<file path="src/include/scra_defs.vh">
`ifndef SCRA_DEFS_VH
`define SCRA_DEFS_VH

// Control register indices
`define SCRA_IDX_MODE_CTL    4'h0
`define SCRA_IDX_FAULT_ADDR  4'h2
`define SCRA_IDX_TABLE_BASE  4'h3
`define SCRA_IDX_EXTRA_CTL   4'h4
`define SCRA_IDX_PRIO_THRESH 4'h8

// Widths
`define SCRA_REG_W           64
`define SCRA_HALF_W          32
`define SCRA_PRIO_W          4
`define SCRA_ERR_W           16

// Reset values
`define SCRA_RST_MODE_CTL    64'h0000000000000010
`define SCRA_RST_ZERO        64'h0000000000000000
`define SCRA_RST_FLAGS       64'h0000000000000002

// Write masks
`define SCRA_MASK_ALL        64'hFFFFFFFFFFFFFFFF
`define SCRA_MASK_LOW32      64'h00000000FFFFFFFF
`define SCRA_MASK_PRIO       64'h000000000000000F

// Error code carried with a protection fault
`define SCRA_GP_ERR_CODE     16'h0000

// Descriptor base selectors
`define SCRA_DT_GLOBAL       2'h0
`define SCRA_DT_VECTOR       2'h1
`define SCRA_DT_LOCAL        2'h2
`define SCRA_DT_TASK         2'h3

// Structure sizes in bytes
`define SCRA_VEC_ENTRY_LONG  5'h10
`define SCRA_VEC_ENTRY_LEG   5'h08
`define SCRA_PUSH_LONG       4'h8
`define SCRA_PUSH_LEG32      4'h4
`define SCRA_PUSH_LEG16      4'h2
`define SCRA_GATE_LONG       5'h10
`define SCRA_GATE_LEG        5'h08
`define SCRA_PSEUDO_LONG     4'hA
`define SCRA_PSEUDO_LEG      4'h6
`define SCRA_SYS_ENTRY_LONG  5'h10
`define SCRA_SYS_ENTRY_LEG   5'h08

// Paging depth
`define SCRA_PAGING_LONG     3'h4
`define SCRA_PAGING_PAE      3'h3
`define SCRA_PAGING_PLAIN    3'h2

`endif

</file>
<file path="src/design/scra_reg.v">
`include "scra_defs.vh"

module scra_reg #(
  parameter [63:0] RST_VAL = `SCRA_RST_ZERO,
  parameter [63:0] WR_MASK = `SCRA_MASK_ALL
) (
  // Clock and reset
  input  wire        mclk,
  input  wire        rst_n,
  // Write port
  input  wire        wr_en,
  input  wire [63:0] wr_data,
  // Stored value
  output wire [63:0] value
);

  reg [63:0] value_q;

  // Masked bits never store, so they read as zero unless RST_VAL sets them at reset
  always @(posedge mclk or negedge rst_n) begin
    if (!rst_n) begin
      value_q <= RST_VAL;
    end else if (wr_en) begin
      value_q <= wr_data & WR_MASK;
    end
  end

  assign value = value_q;

endmodule // scra_reg

</file>
<file path="src/design/scra_mode.v">
`include "scra_defs.vh"

module scra_mode (
  // Mode inputs
  input  wire       long_active,
  input  wire       code_long,
  input  wire       pae_on,
  input  wire       gate32,
  // Decoded mode
  output wire       mode_64,
  output wire       mode_compat,
  output wire       mode_legacy,
  // Structural attributes
  output wire       real_v86_ok,
  output wire       hw_task_switch_ok,
  output wire       seg_base_ignore,
  output wire       seg_limit_ignore,
  output wire [4:0] vec_entry_bytes,
  output wire [3:0] push_bytes,
  output wire       stack_ptr_push_always,
  output wire       stack_seg_keep,
  output wire       call_gate16_illegal,
  output wire [4:0] call_gate32_bytes,
  output wire [3:0] pseudo_desc_bytes,
  output wire [4:0] sys_entry_bytes,
  output wire [2:0] paging_levels
);

  assign mode_64     = long_active & code_long;
  assign mode_compat = long_active & ~code_long;
  assign mode_legacy = ~long_active;

  assign real_v86_ok           = mode_legacy;
  assign hw_task_switch_ok     = mode_legacy;
  assign seg_base_ignore       = mode_64;
  assign seg_limit_ignore      = mode_64;
  assign vec_entry_bytes       = long_active ? `SCRA_VEC_ENTRY_LONG : `SCRA_VEC_ENTRY_LEG;
  assign push_bytes            = long_active ? `SCRA_PUSH_LONG :
                                 (gate32 ? `SCRA_PUSH_LEG32 : `SCRA_PUSH_LEG16);
  assign stack_ptr_push_always = long_active;
  assign stack_seg_keep        = long_active;
  assign call_gate16_illegal   = mode_64;
  assign call_gate32_bytes     = mode_64 ? `SCRA_GATE_LONG : `SCRA_GATE_LEG;
  assign pseudo_desc_bytes     = mode_64 ? `SCRA_PSEUDO_LONG : `SCRA_PSEUDO_LEG;
  assign sys_entry_bytes       = mode_64 ? `SCRA_SYS_ENTRY_LONG : `SCRA_SYS_ENTRY_LEG;
  assign paging_levels         = long_active ? `SCRA_PAGING_LONG :
                                 (pae_on ? `SCRA_PAGING_PAE : `SCRA_PAGING_PLAIN);

endmodule // scra_mode

</file>
<file path="src/design/scra_top.v">
`include "scra_defs.vh"

module scra_top #(
  parameter        PA_WIDTH = 40,
  parameter [5:0]  PAE_BIT  = 6'h05
) (
  // Clock and reset
  input  wire        mclk,
  input  wire        rst_n,
  // Operating mode from the core
  input  wire        long_active,
  input  wire        code_long,
  input  wire        gate32,
  // Control register move request
  input  wire        req_valid,
  input  wire        req_write,
  input  wire [3:0]  req_index,
  input  wire        req_rex,
  input  wire        req_opsize,
  input  wire [63:0] req_wdata,
  // Control register move answer
  output reg         rsp_valid,
  output reg  [63:0] rsp_rdata,
  output reg         rsp_gp_fault,
  output reg  [15:0] rsp_err_code,
  output reg         rsp_ud_fault,
  // Flags load
  input  wire        flags_wr,
  input  wire [63:0] flags_wdata,
  // Feature enable load
  input  wire        extended_feature_enable_reg_wr,
  input  wire [63:0] extended_feature_enable_reg_wdata,
  // Page fault report
  input  wire        pf_valid,
  input  wire [63:0] pf_addr,
  // Descriptor table base load
  input  wire        dt_load_valid,
  input  wire [1:0]  dt_load_sel,
  input  wire [63:0] dt_load_base,
  // Register contents
  output wire [63:0] mode_feature_control_reg,
  output wire [63:0] fault_address_reg,
  output wire [63:0] table_base_reg,
  output wire [63:0] extra_mode_control_reg,
  output wire [3:0]  priority_threshold_reg,
  output wire [63:0] flags_status_control_reg,
  output wire [63:0] extended_feature_enable_reg,
  output wire [63:0] global_table_base,
  output wire [63:0] vector_table_base,
  output wire [63:0] local_table_base,
  output wire [63:0] task_table_base,
  // Mode attributes
  output wire        mode_64,
  output wire        mode_compat,
  output wire        mode_legacy,
  output wire        real_v86_ok,
  output wire        hw_task_switch_ok,
  output wire        seg_base_ignore,
  output wire        seg_limit_ignore,
  output wire [4:0]  vec_entry_bytes,
  output wire [3:0]  push_bytes,
  output wire        stack_ptr_push_always,
  output wire        stack_seg_keep,
  output wire        call_gate16_illegal,
  output wire [4:0]  call_gate32_bytes,
  output wire [3:0]  pseudo_desc_bytes,
  output wire [4:0]  sys_entry_bytes,
  output wire [2:0]  paging_levels
);

  // Physical address mask for the table base
  localparam [63:0] TB_MASK = (PA_WIDTH >= 64) ? `SCRA_MASK_ALL :
                              ((64'h0000000000000001 << PA_WIDTH) - 64'h0000000000000001);

  wire [63:0] mode_ctl_val;
  wire [63:0] extra_ctl_val;
  wire [63:0] prio_val;
  wire [63:0] dt_val [0:3];

  wire        pae_on;
  reg  [63:0] wdata_eff;
  reg         idx_mode_ctl;
  reg         idx_fault;
  reg         idx_table;
  reg         idx_extra;
  reg         idx_prio;
  reg         idx_ok;
  reg         upper_bad;
  reg         pae_bad;
  reg         gp_hit;
  reg         wr_ok;
  reg  [63:0] rd_sel;

  wire        wr_mode_ctl;
  wire        wr_fault;
  wire        wr_table;
  wire        wr_extra;
  wire        wr_prio;
  wire [63:0] fault_wdata;
  wire [63:0] dt_base_eff;
  wire [3:0]  dt_we;

  assign pae_on = extra_ctl_val[PAE_BIT];

  scra_mode u_mode (
    .long_active           (long_active),
    .code_long             (code_long),
    .pae_on                (pae_on),
    .gate32                (gate32),
    .mode_64               (mode_64),
    .mode_compat           (mode_compat),
    .mode_legacy           (mode_legacy),
    .real_v86_ok           (real_v86_ok),
    .hw_task_switch_ok     (hw_task_switch_ok),
    .seg_base_ignore       (seg_base_ignore),
    .seg_limit_ignore      (seg_limit_ignore),
    .vec_entry_bytes       (vec_entry_bytes),
    .push_bytes            (push_bytes),
    .stack_ptr_push_always (stack_ptr_push_always),
    .stack_seg_keep        (stack_seg_keep),
    .call_gate16_illegal   (call_gate16_illegal),
    .call_gate32_bytes     (call_gate32_bytes),
    .pseudo_desc_bytes     (pseudo_desc_bytes),
    .sys_entry_bytes       (sys_entry_bytes),
    .paging_levels         (paging_levels)
  );

  // Index decode; the extension prefix opens index 8 only in 64-bit mode
  always @* begin
    idx_mode_ctl = 1'b0;
    idx_fault    = 1'b0;
    idx_table    = 1'b0;
    idx_extra    = 1'b0;
    idx_prio     = 1'b0;
    case (req_index)
      `SCRA_IDX_MODE_CTL: begin
        idx_mode_ctl = 1'b1;
      end
      `SCRA_IDX_FAULT_ADDR: begin
        idx_fault = 1'b1;
      end
      `SCRA_IDX_TABLE_BASE: begin
        idx_table = 1'b1;
      end
      `SCRA_IDX_EXTRA_CTL: begin
        idx_extra = 1'b1;
      end
      `SCRA_IDX_PRIO_THRESH: begin
        idx_prio = mode_64 & req_rex;
      end
      default: begin
        idx_mode_ctl = 1'b0;
      end
    endcase
    idx_ok = idx_mode_ctl | idx_fault | idx_table | idx_extra | idx_prio;
  end

  // Width handling; operand size is ignored in every mode
  always @* begin
    if (mode_64) begin
      wdata_eff = req_wdata;
    end else begin
      wdata_eff = {{`SCRA_HALF_W{1'b0}}, req_wdata[31:0]};
    end
  end

  // Fault checks on writes
  always @* begin
    upper_bad = mode_64 & (idx_mode_ctl | idx_extra) & (|req_wdata[63:32]);
    pae_bad   = long_active & idx_extra & ~wdata_eff[PAE_BIT];
    gp_hit    = req_write & (upper_bad | pae_bad);
    wr_ok     = req_valid & req_write & idx_ok & ~gp_hit;
  end

  assign wr_mode_ctl = wr_ok & idx_mode_ctl;
  assign wr_fault    = (wr_ok & idx_fault) | pf_valid;
  assign wr_table    = wr_ok & idx_table;
  assign wr_extra    = wr_ok & idx_extra;
  assign wr_prio     = wr_ok & idx_prio;

  // A page fault in the same cycle as a move wins: it is the newer event
  assign fault_wdata = pf_valid ? pf_addr : wdata_eff;

  scra_reg #(
    .RST_VAL (`SCRA_RST_MODE_CTL),
    .WR_MASK (`SCRA_MASK_ALL)
  ) u_mode_ctl (
    .mclk    (mclk),
    .rst_n   (rst_n),
    .wr_en   (wr_mode_ctl),
    .wr_data (wdata_eff),
    .value   (mode_ctl_val)
  );

  scra_reg #(
    .RST_VAL (`SCRA_RST_ZERO),
    .WR_MASK (`SCRA_MASK_ALL)
  ) u_fault (
    .mclk    (mclk),
    .rst_n   (rst_n),
    .wr_en   (wr_fault),
    .wr_data (fault_wdata),
    .value   (fault_address_reg)
  );

  scra_reg #(
    .RST_VAL (`SCRA_RST_ZERO),
    .WR_MASK (TB_MASK)
  ) u_table (
    .mclk    (mclk),
    .rst_n   (rst_n),
    .wr_en   (wr_table),
    .wr_data (wdata_eff),
    .value   (table_base_reg)
  );

  scra_reg #(
    .RST_VAL (`SCRA_RST_ZERO),
    .WR_MASK (`SCRA_MASK_ALL)
  ) u_extra (
    .mclk    (mclk),
    .rst_n   (rst_n),
    .wr_en   (wr_extra),
    .wr_data (wdata_eff),
    .value   (extra_ctl_val)
  );

  scra_reg #(
    .RST_VAL (`SCRA_RST_ZERO),
    .WR_MASK (`SCRA_MASK_PRIO)
  ) u_prio (
    .mclk    (mclk),
    .rst_n   (rst_n),
    .wr_en   (wr_prio),
    .wr_data (wdata_eff),
    .value   (prio_val)
  );

  // Upper flag bits are dropped without any fault
  scra_reg #(
    .RST_VAL (`SCRA_RST_FLAGS),
    .WR_MASK (`SCRA_MASK_LOW32)
  ) u_flags (
    .mclk    (mclk),
    .rst_n   (rst_n),
    .wr_en   (flags_wr),
    .wr_data (flags_wdata),
    .value   (flags_status_control_reg)
  );

  // Full width regardless of mode
  scra_reg #(
    .RST_VAL (`SCRA_RST_ZERO),
    .WR_MASK (`SCRA_MASK_ALL)
  ) u_extended_feature_enable_reg (
    .mclk    (mclk),
    .rst_n   (rst_n),
    .wr_en   (extended_feature_enable_reg_wr),
    .wr_data (extended_feature_enable_reg_wdata),
    .value   (extended_feature_enable_reg)
  );

  // Outside 64-bit mode a pseudo-descriptor carries only a 32-bit base
  assign dt_base_eff = mode_64 ? dt_load_base :
                       {{`SCRA_HALF_W{1'b0}}, dt_load_base[31:0]};

  assign dt_we = {3'h0, dt_load_valid} << dt_load_sel;

  genvar g;
  generate
    for (g = 0; g < 4; g = g + 1) begin : g_dt
      scra_reg #(
        .RST_VAL (`SCRA_RST_ZERO),
        .WR_MASK (`SCRA_MASK_ALL)
      ) u_dt (
        .mclk    (mclk),
        .rst_n   (rst_n),
        .wr_en   (dt_we[g]),
        .wr_data (dt_base_eff),
        .value   (dt_val[g])
      );
    end
  endgenerate

  assign global_table_base = dt_val[`SCRA_DT_GLOBAL];
  assign vector_table_base = dt_val[`SCRA_DT_VECTOR];
  assign local_table_base  = dt_val[`SCRA_DT_LOCAL];
  assign task_table_base   = dt_val[`SCRA_DT_TASK];

  assign mode_feature_control_reg = mode_ctl_val;
  assign extra_mode_control_reg   = extra_ctl_val;
  assign priority_threshold_reg   = prio_val[3:0];

  // Read mux; narrow modes see only the low half
  always @* begin
    rd_sel = `SCRA_RST_ZERO;
    if (idx_mode_ctl) begin
      rd_sel = mode_ctl_val;
    end else if (idx_fault) begin
      rd_sel = fault_address_reg;
    end else if (idx_table) begin
      rd_sel = table_base_reg;
    end else if (idx_extra) begin
      rd_sel = extra_ctl_val;
    end else if (idx_prio) begin
      rd_sel = prio_val;
    end
    if (!mode_64) begin
      rd_sel = {{`SCRA_HALF_W{1'b0}}, rd_sel[31:0]};
    end
  end

  // Answer one cycle after the request
  always @(posedge mclk or negedge rst_n) begin
    if (!rst_n) begin
      rsp_valid    <= 1'b0;
      rsp_rdata    <= `SCRA_RST_ZERO;
      rsp_gp_fault <= 1'b0;
      rsp_err_code <= `SCRA_GP_ERR_CODE;
      rsp_ud_fault <= 1'b0;
    end else begin
      rsp_valid    <= req_valid;
      rsp_gp_fault <= req_valid & idx_ok & gp_hit;
      rsp_err_code <= `SCRA_GP_ERR_CODE;
      rsp_ud_fault <= req_valid & ~idx_ok;
      if (req_valid & ~req_write & idx_ok) begin
        rsp_rdata <= rd_sel;
      end else if (req_valid) begin
        rsp_rdata <= `SCRA_RST_ZERO;
      end
    end
  end

endmodule // scra_top

</file>
<file path="config.mk">
export PLATFORM = sky130hd
export DESIGN_NAME = scra_top
export DESIGN_NICKNAME = d
export VERILOG_FILES = /design/src/design/scra_reg.v /design/src/design/scra_mode.v /design/src/design/scra_top.v
export VERILOG_INCLUDE_DIRS = /design/src /design/src/include
export SDC_FILE = /design/constraint.sdc
export NUM_CORES = 1
export LEC_CHECK = 0
export ABC_CLOCK_PERIOD_IN_PS = 1500
export BUFFER_PORTS_ARGS = -buffer_cell sky130_fd_sc_hd__buf_2
export CAP_MARGIN = 20
export CORE_AREA = 2 2 428 430
export CTS_BUF_LIST = sky130_fd_sc_hd__clkbuf_16
export CTS_CLUSTER_SIZE = 28
export DETAILED_ROUTE_END_ITERATION = 7
export DIE_AREA = 0 0 430 432
export PLACE_DENSITY = 0.4
export SLEW_MARGIN = 0
export SYNTH_ARGS = -nofsm -noshare
export SYNTH_HDL_FRONTEND = slang
export SYNTH_SLANG_ARGS = --single-unit
</file>
<file path="constraint.sdc">
create_clock -name mclk -period 1.5 [get_ports mclk]
set_input_delay 0.15 -clock mclk [delete_from_list [all_inputs] [get_ports mclk]]
set_output_delay 0.15 -clock mclk [all_outputs]
set_load 0.05 [all_outputs]
</file>
Word level (Yosys, flattened, before mapping)
Cells that the tools add are included.
- equal/unequal tests: 4
- shift-type cells: 1
- reductions and logical operators: 3
- bitwise gates (word level): 34
- muxes and demuxes: 23
- operator list (operator ; count):
    $mux W64 ; 10
    $reduce_or A32 Y1 ; 1
    $and A1 B1 Y1 ; 21
    $mux W4 ; 3
    $mux W5 ; 2
    $eq A4 B2 Y1 const B ; 2
    $or A1 B1 Y1 ; 7
    $mux W1 ; 6
    $mux W3 ; 2
    $not A1 Y1 ; 6
    $eq A4 B3 Y1 const B ; 1
    $eq A4 B4 Y1 const B ; 1
    $logic_not A4 Y1 ; 1
    $shl A1 B2 Y4 ; 1
    $reduce_bool A2 Y1 ; 1
- bits of input ports: 339
- flip-flop bits (word level): 655
- logic and storage cells: 80
- output and inout bits: 763

Depth between registers and ports, before layout
Gate-level depths: netlist of run 1.
- word-level depth: 11
- gate-level depth with buffers: 9

Cells and area by module
Synthesis of run 1 repeated with hierarchy kept, for this count alone.
- cells, all modules: 2294
- area, all modules: 32896.6 um^2
- by module, submodules not included (module ; area an instance (um^2) ; times used ; cells each ; sequential area each (um^2)):
    scra_reg (g_dt[0].u_dt ...) ; 2678.8 ; 7 ; 135 ; 1601.5
    scra_top ; 7332.0 ; 1 ; 897 ; 1676.6
    scra_reg (u_mode_ctl) ; 2680.1 ; 1 ; 135 ; 1602.8
    scra_reg (u_table) ; 1680.4 ; 1 ; 109 ; 1001.0
    scra_reg (u_flags) ; 1590.3 ; 1 ; 101 ; 802.0
    scra_reg (u_prio) ; 599.3 ; 1 ; 69 ; 100.1
    scra_mode ; 262.8 ; 1 ; 38 ; 0.0

Least setup slack after synthesis of run 1
Ideal clock, no wire load.
- path type: input to output
- from: in code_long
- to: out call_gate32_bytes[4]
- data required time: 1.350 ns
- cell stages on the path: 5
- setup slack: -0.424 ns
- arrival: 1.774 ns
- cells stage by stage: and2_1 buf_2 buf_2 buf_1 buf_4
- cells in the longest elaborated chain, start to end: 2
- ends and longest elaborated chain (what ; line ; text):
    start: declaration ; scra_top.v:12 ; input wire code_long,
    $and A1 B1 Y1 ; scra_mode.v:29 ; assign mode_64 = long_active & code_long;
    net call_gate16_illegal ; scra_top.v:64 ; output wire call_gate16_illegal,
    $mux W5 (no line) ; -- ;
    end: declaration ; scra_top.v:65 ; output wire [4:0] call_gate32_bytes,
The timed path passes the listed nets, and every way through them passes these cells.

Worst setup path after layout of run 1
- from: reg u_extra.value_q[5], in the netlist u_extra.value[5]
- to: out paging_levels[0]
- cells in the longest elaborated chain, start to end: 2
- ends and longest elaborated chain (what ; line ; text):
    start: declaration ; scra_reg.v:17 ; reg [63:0] value_q;
    start signal: assignment ; scra_reg.v:24 ; value_q <= wr_data & WR_MASK;
    $mux W1 (no line) ; -- ;
    $mux W3 ; scra_mode.v:46 ; assign paging_levels = long_active ? `SCRA_PAGING_LONG :
    end: declaration ; scra_top.v:68 ; output wire [2:0] paging_levels
Every way passes these cells.

==> metrics.csv, run 1 <==
metric,value,unit
ant_nets,0,
finalCriticalPeriod,1.70,ns
clkPwrFrac,0.345,
cts_max_level,3,
ys_warn_count,0,
crit_arrival,1.55,ns
setup_viol,6,
dpl_worst_slack,-0.619,ns
pwr-share-comb,0.312,
grt_pass1_vias,26000,
critPathCaptureType,output pin,
clkLatencyLatePin,0.71,ns
worst_pin_slew,0.836,ns
drt_iter0_markers,1199,
die_w,430,um
violations,negative setup slack,
final_cell_mix,"dfrtp_1, buf_6, buf_4",
power.density,1240,nW/um^2
synthFlopType,dfrtp_1,
maxSlewHeadroom,0.441,
power.share.sequential,0.343,
switching_share,0.361,
setup_ws,-0.203,ns
cts_tree,yes,
syn_to_final_growth,82.6,%
clkTransAtPathRegs,0.06,ns
final_common_cell,dfrtp_1,
viasPerCell,3.82,
async_flop_share,1.00,
synthCells,2206,
avgSynthCellArea,12.3,sq um
p_int,39.3,mW
grtUsageTotal,0.154,
rsz0062_at_grt,true,
start_util,0.149,
power.net_switching,22.2,mW
timing.setup.tns,-0.417,ns
ir_drop,0.997,mV
dp_hpwl,111000,um
grt.overflow.total,0,
timing.final.hold_violations,0,
numPortBuffers,984,
wl,149000,um
clock_skew,0.0255,ns
synth_edf_count,0,
core,182000,sq um
vias,24600,
ys_seq_area_frac,0.605,
fin_nets,4317,
clock_path_buffers,3,
cts_sinks,655,
hp-class,primary input to flip-flop,
finalCritPeriodShare,1.14,
status,"finished, violations left",
grt_pass1_wl,204000,um
required,1.35,ns
netlist_area,27100,sq um
fillCellCount,19100,
leakagePower,23.3,nW
rows,157,
first_pass_iters,5,
drive_gt1_frac,0.484,
die_area,186000,sq um
antenna_found_initial,21,
ys_types,46,
drc,0,
wl_per_cell,23.1,um
synth-seq-cells,655,
grt_max_degree,90,
boundaryPins,1102,
fmax,587,MHz
finalMaxSlewViolations,0,
die_h,432,um
numCtsBuffers,86,
root_buffer,clkbuf_16,
cap_violations,0,
crit_fanout,2,
start_kind,flip-flop,
crit_type,flip-flop to output pin,
gp_congestion,0.903,
-- per-stage QoR --
step | utilization | cells | power [mW] | hold slack, ns | cell area [sq um]
6_report | 0.272 | 6437 | 61.5 | 0.0103 | 49500
5_1_grt | 0.272 | 6436 | 63.9 | 0.0177 | 49500
2_1_floorplan | - | 2288 | 30.7 | -0.146 | 27500
3_5_place_dp | 0.199 | 5604 | 36.0 | 0.0274 | 36100
4_1_cts | 0.270 | 6407 | 62.3 | 0.00135 | 49000
3_3_place_gp | 0.199 | 5604 | 35.9 | 0.0294 | 36100
-- critical path, stage by stage, from the launching register on --
cell and delay (ns):
dfrtp_2 0.41, nor2b_4 0.25, buf_8 0.18
-- synthesized netlist by cell type, types with 3 or more instances --
master | instances | area [sq um]
a22o_1 | 32 | 280
buf_4 | 103 | 773
and3_1 | 24 | 150
dfrtp_1 | 653 | 16300
inv_1 | 4 | 15.0
mux2_4 | 56 | 841
a21oi_1 | 32 | 160
o2bb2ai_1 | 48 | 420
and2_1 | 65 | 407
mux2i_1 | 106 | 1060
clkbuf_1 | 94 | 353
o22ai_1 | 39 | 244
buf_6 | 12 | 135
o21ai_1 | 50 | 250
buf_2 | 24 | 120
buf_1 | 14 | 52.6
a32o_1 | 8 | 80.1
nand3b_1 | 3 | 22.5
nand2_1 | 366 | 1370
mux2_2 | 239 | 2690
nor2_1 | 11 | 41.3
o21ai_0 | 179 | 896
a31oi_1 | 3 | 18.8
nand3_1 | 4 | 20.0
nor2b_1 | 3 | 18.8
nor4_1 | 8 | 50.1
-- power groups by stage --
stage	logic, mW	clock network (mW)	registers (mW)
floorplan	3.32	0	27.4
global placement	14.8	0	21.1
detailed placement	14.8	0	21.2
CTS	19.3	21.9	21.1
global route	20.0	22.6	21.3
finish	19.2	21.2	21.1
-- cells by family (layout without fill, tap and decap cells) --
family                 count (synthesis)  after routing  share of synthesized area
flip-flops                           655            655                      0.605
AND/OR/NAND/NOR                      501            501                     0.0832
multiplexers                         401            401                      0.170
AO/OA/AOI/OAI                        395            395                     0.0880
buffers and inverters                252           2010                     0.0536
other                                  2             90                   0.000277
-- path summary, 6_finish.rpt --
| check | startpoint | end | slack (ns) | depth (start not counted) |
|---|---|---|---|---|
| worst min register to register | g_dt[1].u_dt.value[63]$_DFFE_PN0P_ | g_dt[1].u_dt.value[63]$_DFFE_PN0P_ | 0.49 | 2 |
| worst max register to register | u_fault.value[34]$_DFFE_PN0P_ | u_fault.value[34]$_DFFE_PN0P_ | 0.07 | 4 |
| max in group asynchronous | rst_n | u_mode_ctl.value[49]$_DFFE_PN0P_ | 0.58 | 3 |
| min in group asynchronous | rst_n | u_fault.value[43]$_DFFE_PN0P_ | 0.16 | 3 |
| worst min-delay path | pf_valid | u_fault.value[2]$_DFFE_PN0P_ | 0.01 | 3 |
| worst max-delay path | u_extra.value[5]$_DFFE_PN0P_ | paging_levels[0] | -0.20 | 2 |
-- state kept, by name, indices dropped and copies added (netlist names) --
name and flops:
g_dt.u_dt.value 256, rsp_rdata 64, u_extended_feature_enable_reg.value 64, u_extra.value 64, u_fault.value 64, u_mode_ctl.value 64
u_table.value 40, u_flags.value 32, u_prio.value 4, rsp_gp_fault 1, rsp_ud_fault 1, rsp_valid 1
-- area by class of cell --
class | count | area [sq um] | area share
diodes | 6 | 15.0 | 0.000304
clock buffers | 88 | 2200 | 0.0445
clock inverters | 68 | 643 | 0.0130
inverters | 5 | 26.3 | 0.000531
multi-input cells | 1381 | 9710 | 0.196
flip-flops and latches | 655 | 16500 | 0.333
well taps | 2385 | 2980 | 0.0603
repair buffers | 1849 | 17400 | 0.352
-- metal layers --
metal | vias to the layer above | global-route usage | part of all wire
met5 | - | 0 | 0.00014
met4 | 4 | 0.0624 | 0.037
met3 | 222 | 0.0460 | 0.071
met2 | 803 | 0.262 | 0.50
met1 | 12500 | 0.179 | 0.39
li1 | 11100 | - | -
-- repair_timing --
| item | CTS | global route |
|---|---|---|
| endpoints found under the setup margin | 656 | 251 |
| resized for setup | 1363 | 38 |
| cloned | 0 | 5 |
| hold buffers | 413 | 1 |
| buffers inserted | 236 | 31 |
| pin swaps | 0 | 8 |
| hold endpoints to repair | 1179 | 3 |
No activity file was read; power rests on OpenSTA's default activity.
==> run 2, diff against run 1 <==
Settings changed: ABC_CLOCK_PERIOD_IN_PS 1500 to 1400, CORE_AREA 2 2 428 430 to 2 2 426 428, DIE_AREA 0 0 430 432 to 0 0 428 430, PLACE_DENSITY 0.4 to unset.
Clock period 1.5 ns to 1.4 ns, I/O delays scaled along.
==> run 2 against run 1 <==
Combinational power grew 13%. The flow still finishes with violations (negative setup slack). Clock power is essentially flat. Non-clock buffer count rose by 142. Cell area up 3.3%. Critical endpoint is now u_extra.value[26]$_DFFE_PN0P_. Global-route usage grew 1.1 points. Sequential share of layout area is 1.1 points lower. Via count up 6.0%.
==> metrics.csv, run 2 (synthesis results as in run 1) <==
metric,value,unit
die_area,184000,sq um
grt.overflow.total,0,
finalCriticalPeriod,1.74,ns
cts_tree,yes,
power.density,1280,nW/um^2
rr_worst_depth,4,
dpl_worst_slack,-1.56,ns
die_w,428,um
crit_path_frequent_cell,buf_6,
dp_cells,5594,
first_pass_iters,5,
final_common_cell,dfrtp_1,
clkTransAtPathRegs,0.06,ns
core,180000,sq um
root_buffer,clkbuf_16,
drc,0,
required,1.99,ns
fin_cells,6569,
min_to,u_fault.value[17]$_DFFE_PN0P_,
status,"finished, violations left",
setup_ws,-0.345,ns
final_cell_mix,"dfrtp_1, buf_6, buf_4",
start_util,0.151,
rsz0062_at_grt,true,
critPathCaptureType,flip-flop,
start_kind,primary input,
r2r_start,u_fault.value[42]$_DFFE_PN0P_,
largest_register_ffs,256,
worstHoldStart,pf_valid,
grt_pass1_wl,214000,um
violations,negative setup slack,
holdPathStages,3,
syn_to_final_growth,88.7,%
cap_violations,0,
antenna_found_initial,28,
crit_fanout,6,
grt_pass1_vias,27100,
fin_nets,4454,
numCtsBuffers,81,
vias,26100,
finalCritPeriodShare,1.25,
finalMaxSlewViolations,0,
rows,156,
grtUsageTotal,0.164,
maxSlewHeadroom,0.538,
worstPathCellList,"buf_8, nor4_4, buf_6, nand4_1, buf_6, o21ai_4, buf_6, nand2_8, buf_12, mux2_4",
clock_path_buffers,3,
setup_viol,612,
gp_congestion,0.964,
crit_type,primary input to flip-flop,
drt_iter0_markers,1460,
die_h,430,um
timing.final.hold_violations,0,
clock_skew,0.0755,ns
slowest_stage,nor4_4,
cts_max_level,3,
ir_drop,1.14,mV
wl_per_cell,24.3,um
r2r_slack,-0.01,ns
crit_arrival,2.33,ns
viasPerCell,3.97,
ant_nets,0,
grt_max_degree,64,
leakagePower,24.2,nW
cts_sinks,655,
worst_pin_slew,0.692,ns
drive_gt1_frac,0.496,
fmax,573,MHz
cp_top_family,buffers and inverters,
numPortBuffers,984,
clkLatencyLatePin,0.73,ns
wl,160000,um
crit_buf_inv,5,
cp.depth,10,
dp_hpwl,116000,um
max_stage_delay,0.38,ns
r2r_end,u_fault.value[42]$_DFFE_PN0P_,
boundaryPins,1102,
hp-class,primary input to flip-flop,
==> run 2: cell types whose count changed in the layout (fill, tap and decap cells not counted), sizes merged, moves of 5 or more <==
cell	change
inv	+5
dlygate4sd3	+18
clkbuf	-6
diode	+18
buf	+125
clkinv	-9
==> run 2: worst max path at each step <==
stage,from,to
after CTS,req_wdata[50],u_extra.value[26]$_DFFE_PN0P_
after detailed placement,req_wdata[53],u_extra.value[5]$_DFFE_PN0P_
final,req_wdata[52],u_extra.value[26]$_DFFE_PN0P_
after global routing,req_wdata[52],u_extra.value[18]$_DFFE_PN0P_
after floorplan,req_index[2],u_mode_ctl.value[10]$_DFFE_PN0P_
after global placement,req_wdata[53],u_extra.value[6]$_DFFE_PN0P_
==> run 2: layer usage <==
metal / routed length [um] / global-route usage
met1: 58300 / 0.181
met2: 75500 / 0.266
met5: 52 / 0
met3: 14800 / 0.0617
met4: 10900 / 0.104
==> run 2: cell type report <==
type                            instances  area (sq um)
Inverter                                5          32.5
Sequential cell                       655         16400
Antenna cell                           24          60.1
Timing Repair Buffer                 1991         19100
Multi-Input combinational cell       1381          9840
Tap cell                             2370          2970
Clock buffer                           81          2030
Fill cell                           18000        129000
Clock inverter                         62           631
==> run 2: tightest hold or removal path, cell delays in order <==
cell,delay [ns]
buf_4,0.19
buf_12,0.21
o21ai_1,0.15
==> run 2: metrics by stage <==
step	hold WS (ns)	power [mW]	TNS (ns)	instance area, sq um	util
3_3_place_gp	-0.0264	38.4	-420.94	36200	0.201
6_report	0.00698	65.6	-47.70	51100	0.284
2_1_floorplan	-0.156	33.0	-20.52	27700	-
4_1_cts	-0.0417	65.5	-115.72	50100	0.278
5_1_grt	0.00600	67.9	-95.93	51100	0.284
3_5_place_dp	-0.0359	38.6	-252.61	36200	0.202
==> run 2: what timing repair did <==
item / CTS / global route
setup buffers: 291 / 95
cloned: 2 / 4
pin swaps: 2 / 5
hold endpoints to repair: 1186 / 5
endpoints found under the setup margin: 786 / 847
hold buffers: 423 / 2
gates resized for setup: 1478 / 61
==> run 2: power by group <==
part / total [mW] / internal (mW) / switching [mW]
clock network: 21.2 / 11.8 / 9.40
logic: 21.7 / 8.64 / 13.1
registers: 22.7 / 21.0 / 1.72
==> run 3, diff against run 2 <==
Settings changed: SKIP_CTS_REPAIR_TIMING set to 1.
==> run 3 against run 2 <==
Clock-buffer cell count is the same. Critical path type unchanged. Largest cell class unchanged. First-iteration DRC count grew 2.9%. Sequential share of layout area grew 0.98 points. Maximum frequency shrank 5.0%. Clock power is essentially flat. The run still ends with negative setup slack left.
==> metrics.csv, run 3 (synthesis results as in run 1) <==
metric,value,unit
status,"finished, violations left",
violations,negative setup slack,
fmax,545,MHz
critPathCaptureType,flip-flop,
clkLatencyLatePin,0.73,ns
crit_type,primary input to flip-flop,
maxSlewHeadroom,0.555,
dp_cells,5594,
die_h,430,um
grtUsageTotal,0.148,
fin_hold_ws,0.00698,ns
finalMaxSlewViolations,0,
cts_sinks,655,
grt_pass1_wl,189000,um
grt_max_degree,64,
root_buffer,clkbuf_16,
rr_worst_depth,2,
die_w,428,um
max_stage_delay,0.37,ns
final_common_cell,dfrtp_1,
largest_register_ffs,256,
clock_path_buffers,3,
finalCritPeriodShare,1.31,
syn_to_final_growth,83.2,%
start_util,0.151,
crit_fanout,7,
first_pass_iters,5,
numCtsBuffers,81,
crit_path_frequent_cell,buf_6,
viasPerCell,3.92,
crit_arrival,2.42,ns
cts_max_level,3,
r2r_end,u_flags.value[16]$_DFFE_PN0P_,
setup_viol,572,
timing.final.hold_violations,0,
fin_cells,6402,
fin_nets,4296,
drc,0,
fillCellCount,18300,
vias,25100,
cap_violations,0,
boundaryPins,1102,
holdPathStages,4,
grt.overflow.total,0,
final_cell_mix,"dfrtp_1, buf_6, buf_4",
required,1.98,ns
rows,156,
min_to,u_table.value[33]$_DFFE_PN0P_,
rsz0062_at_grt,true,
drive_gt1_frac,0.486,
worstPathCellList,"buf_8, nor4_4, buf_6, nand4_1, buf_4, o21ai_2, buf_6, nand2_8, clkbuf_16, mux2_4",
wl,153000,um
dp_hpwl,116000,um
slowest_stage,nand4_1,
clock_skew,0.0759,ns
ant_nets,0,
core,180000,sq um
finalCriticalPeriod,1.84,ns
die_area,184000,sq um
numPortBuffers,984,
leakagePower,23.3,nW
wl_per_cell,23.9,um
cts_tree,yes,
clkTransAtPathRegs,0.06,ns
setup_ws,-0.436,ns
r2r_slack,-0.01,ns
start_kind,primary input,
worstHoldStart,req_wdata[33],
antenna_found_initial,26,
worst_pin_slew,0.667,ns
grt_pass1_vias,22100,
gp_congestion,0.964,
r2r_start,u_flags.value[16]$_DFFE_PN0P_,
hp-class,primary input to flip-flop,
dpl_worst_slack,-1.56,ns
power.density,1300,nW/um^2
fin_util,0.276,
timing.setup.tns,-59.85,ns
drt_iter0_markers,1503,
ir_drop,1.13,mV
run 3: layer usage:
layer  up-vias  share of wire  GRT usage
li1      11000              -          -
met1     12600           0.38      0.172
met3       368          0.091     0.0550
met2      1106           0.48      0.245
met4         8          0.058     0.0595
met5         -        0.00034          0
run 3: through the flow:
step	area, sq um	power (mW)
after floorplan	27700	33.0
after global placement	36200	38.4
after detailed placement	36200	38.6
after CTS	38900	60.1
after global routing	49600	67.1
final	49600	64.7
run 3: area by class of cell:
class / instances / area, sq um / share of cell area
multi-input cells: 1381 / 9780 / 0.197
well taps: 2370 / 2970 / 0.0598
clock inverters: 62 / 631 / 0.0127
flip-flops and latches: 655 / 16400 / 0.331
diodes: 15 / 37.5 / 0.000756
inverters: 5 / 32.5 / 0.000656
repair buffers: 1833 / 17700 / 0.357
clock buffers: 81 / 2030 / 0.0409
run 3: power by group:
group | internal [mW] | switching, mW
combinational | 8.08 | 12.7
sequential | 21.0 | 1.83
clock | 11.8 | 9.33
run 3: worst max path at each step:
stage,from,depth (start not counted),end,slack [ns]
final,req_wdata[50],10,u_extra.value[17]$_DFFE_PN0P_,-0.44
after global routing,pf_valid,7,u_fault.value[10]$_DFFE_PN0P_,-0.44
after floorplan,req_index[2],7,u_mode_ctl.value[10]$_DFFE_PN0P_,-0.18
after detailed placement,req_wdata[53],11,u_extra.value[5]$_DFFE_PN0P_,-1.56
after CTS,req_wdata[53],11,u_extra.value[26]$_DFFE_PN0P_,-0.75
after global placement,req_wdata[53],10,u_extra.value[6]$_DFFE_PN0P_,-2.89
run 3: worst max-delay path: cells and delay by family:
family / cells / cell delay (ns)
multiplexers: 1 / 0.29
buffers and inverters: 5 / 0.97
AO/OA/AOI/OAI: 1 / 0.15
AND/OR/NAND/NOR: 3 / 0.82
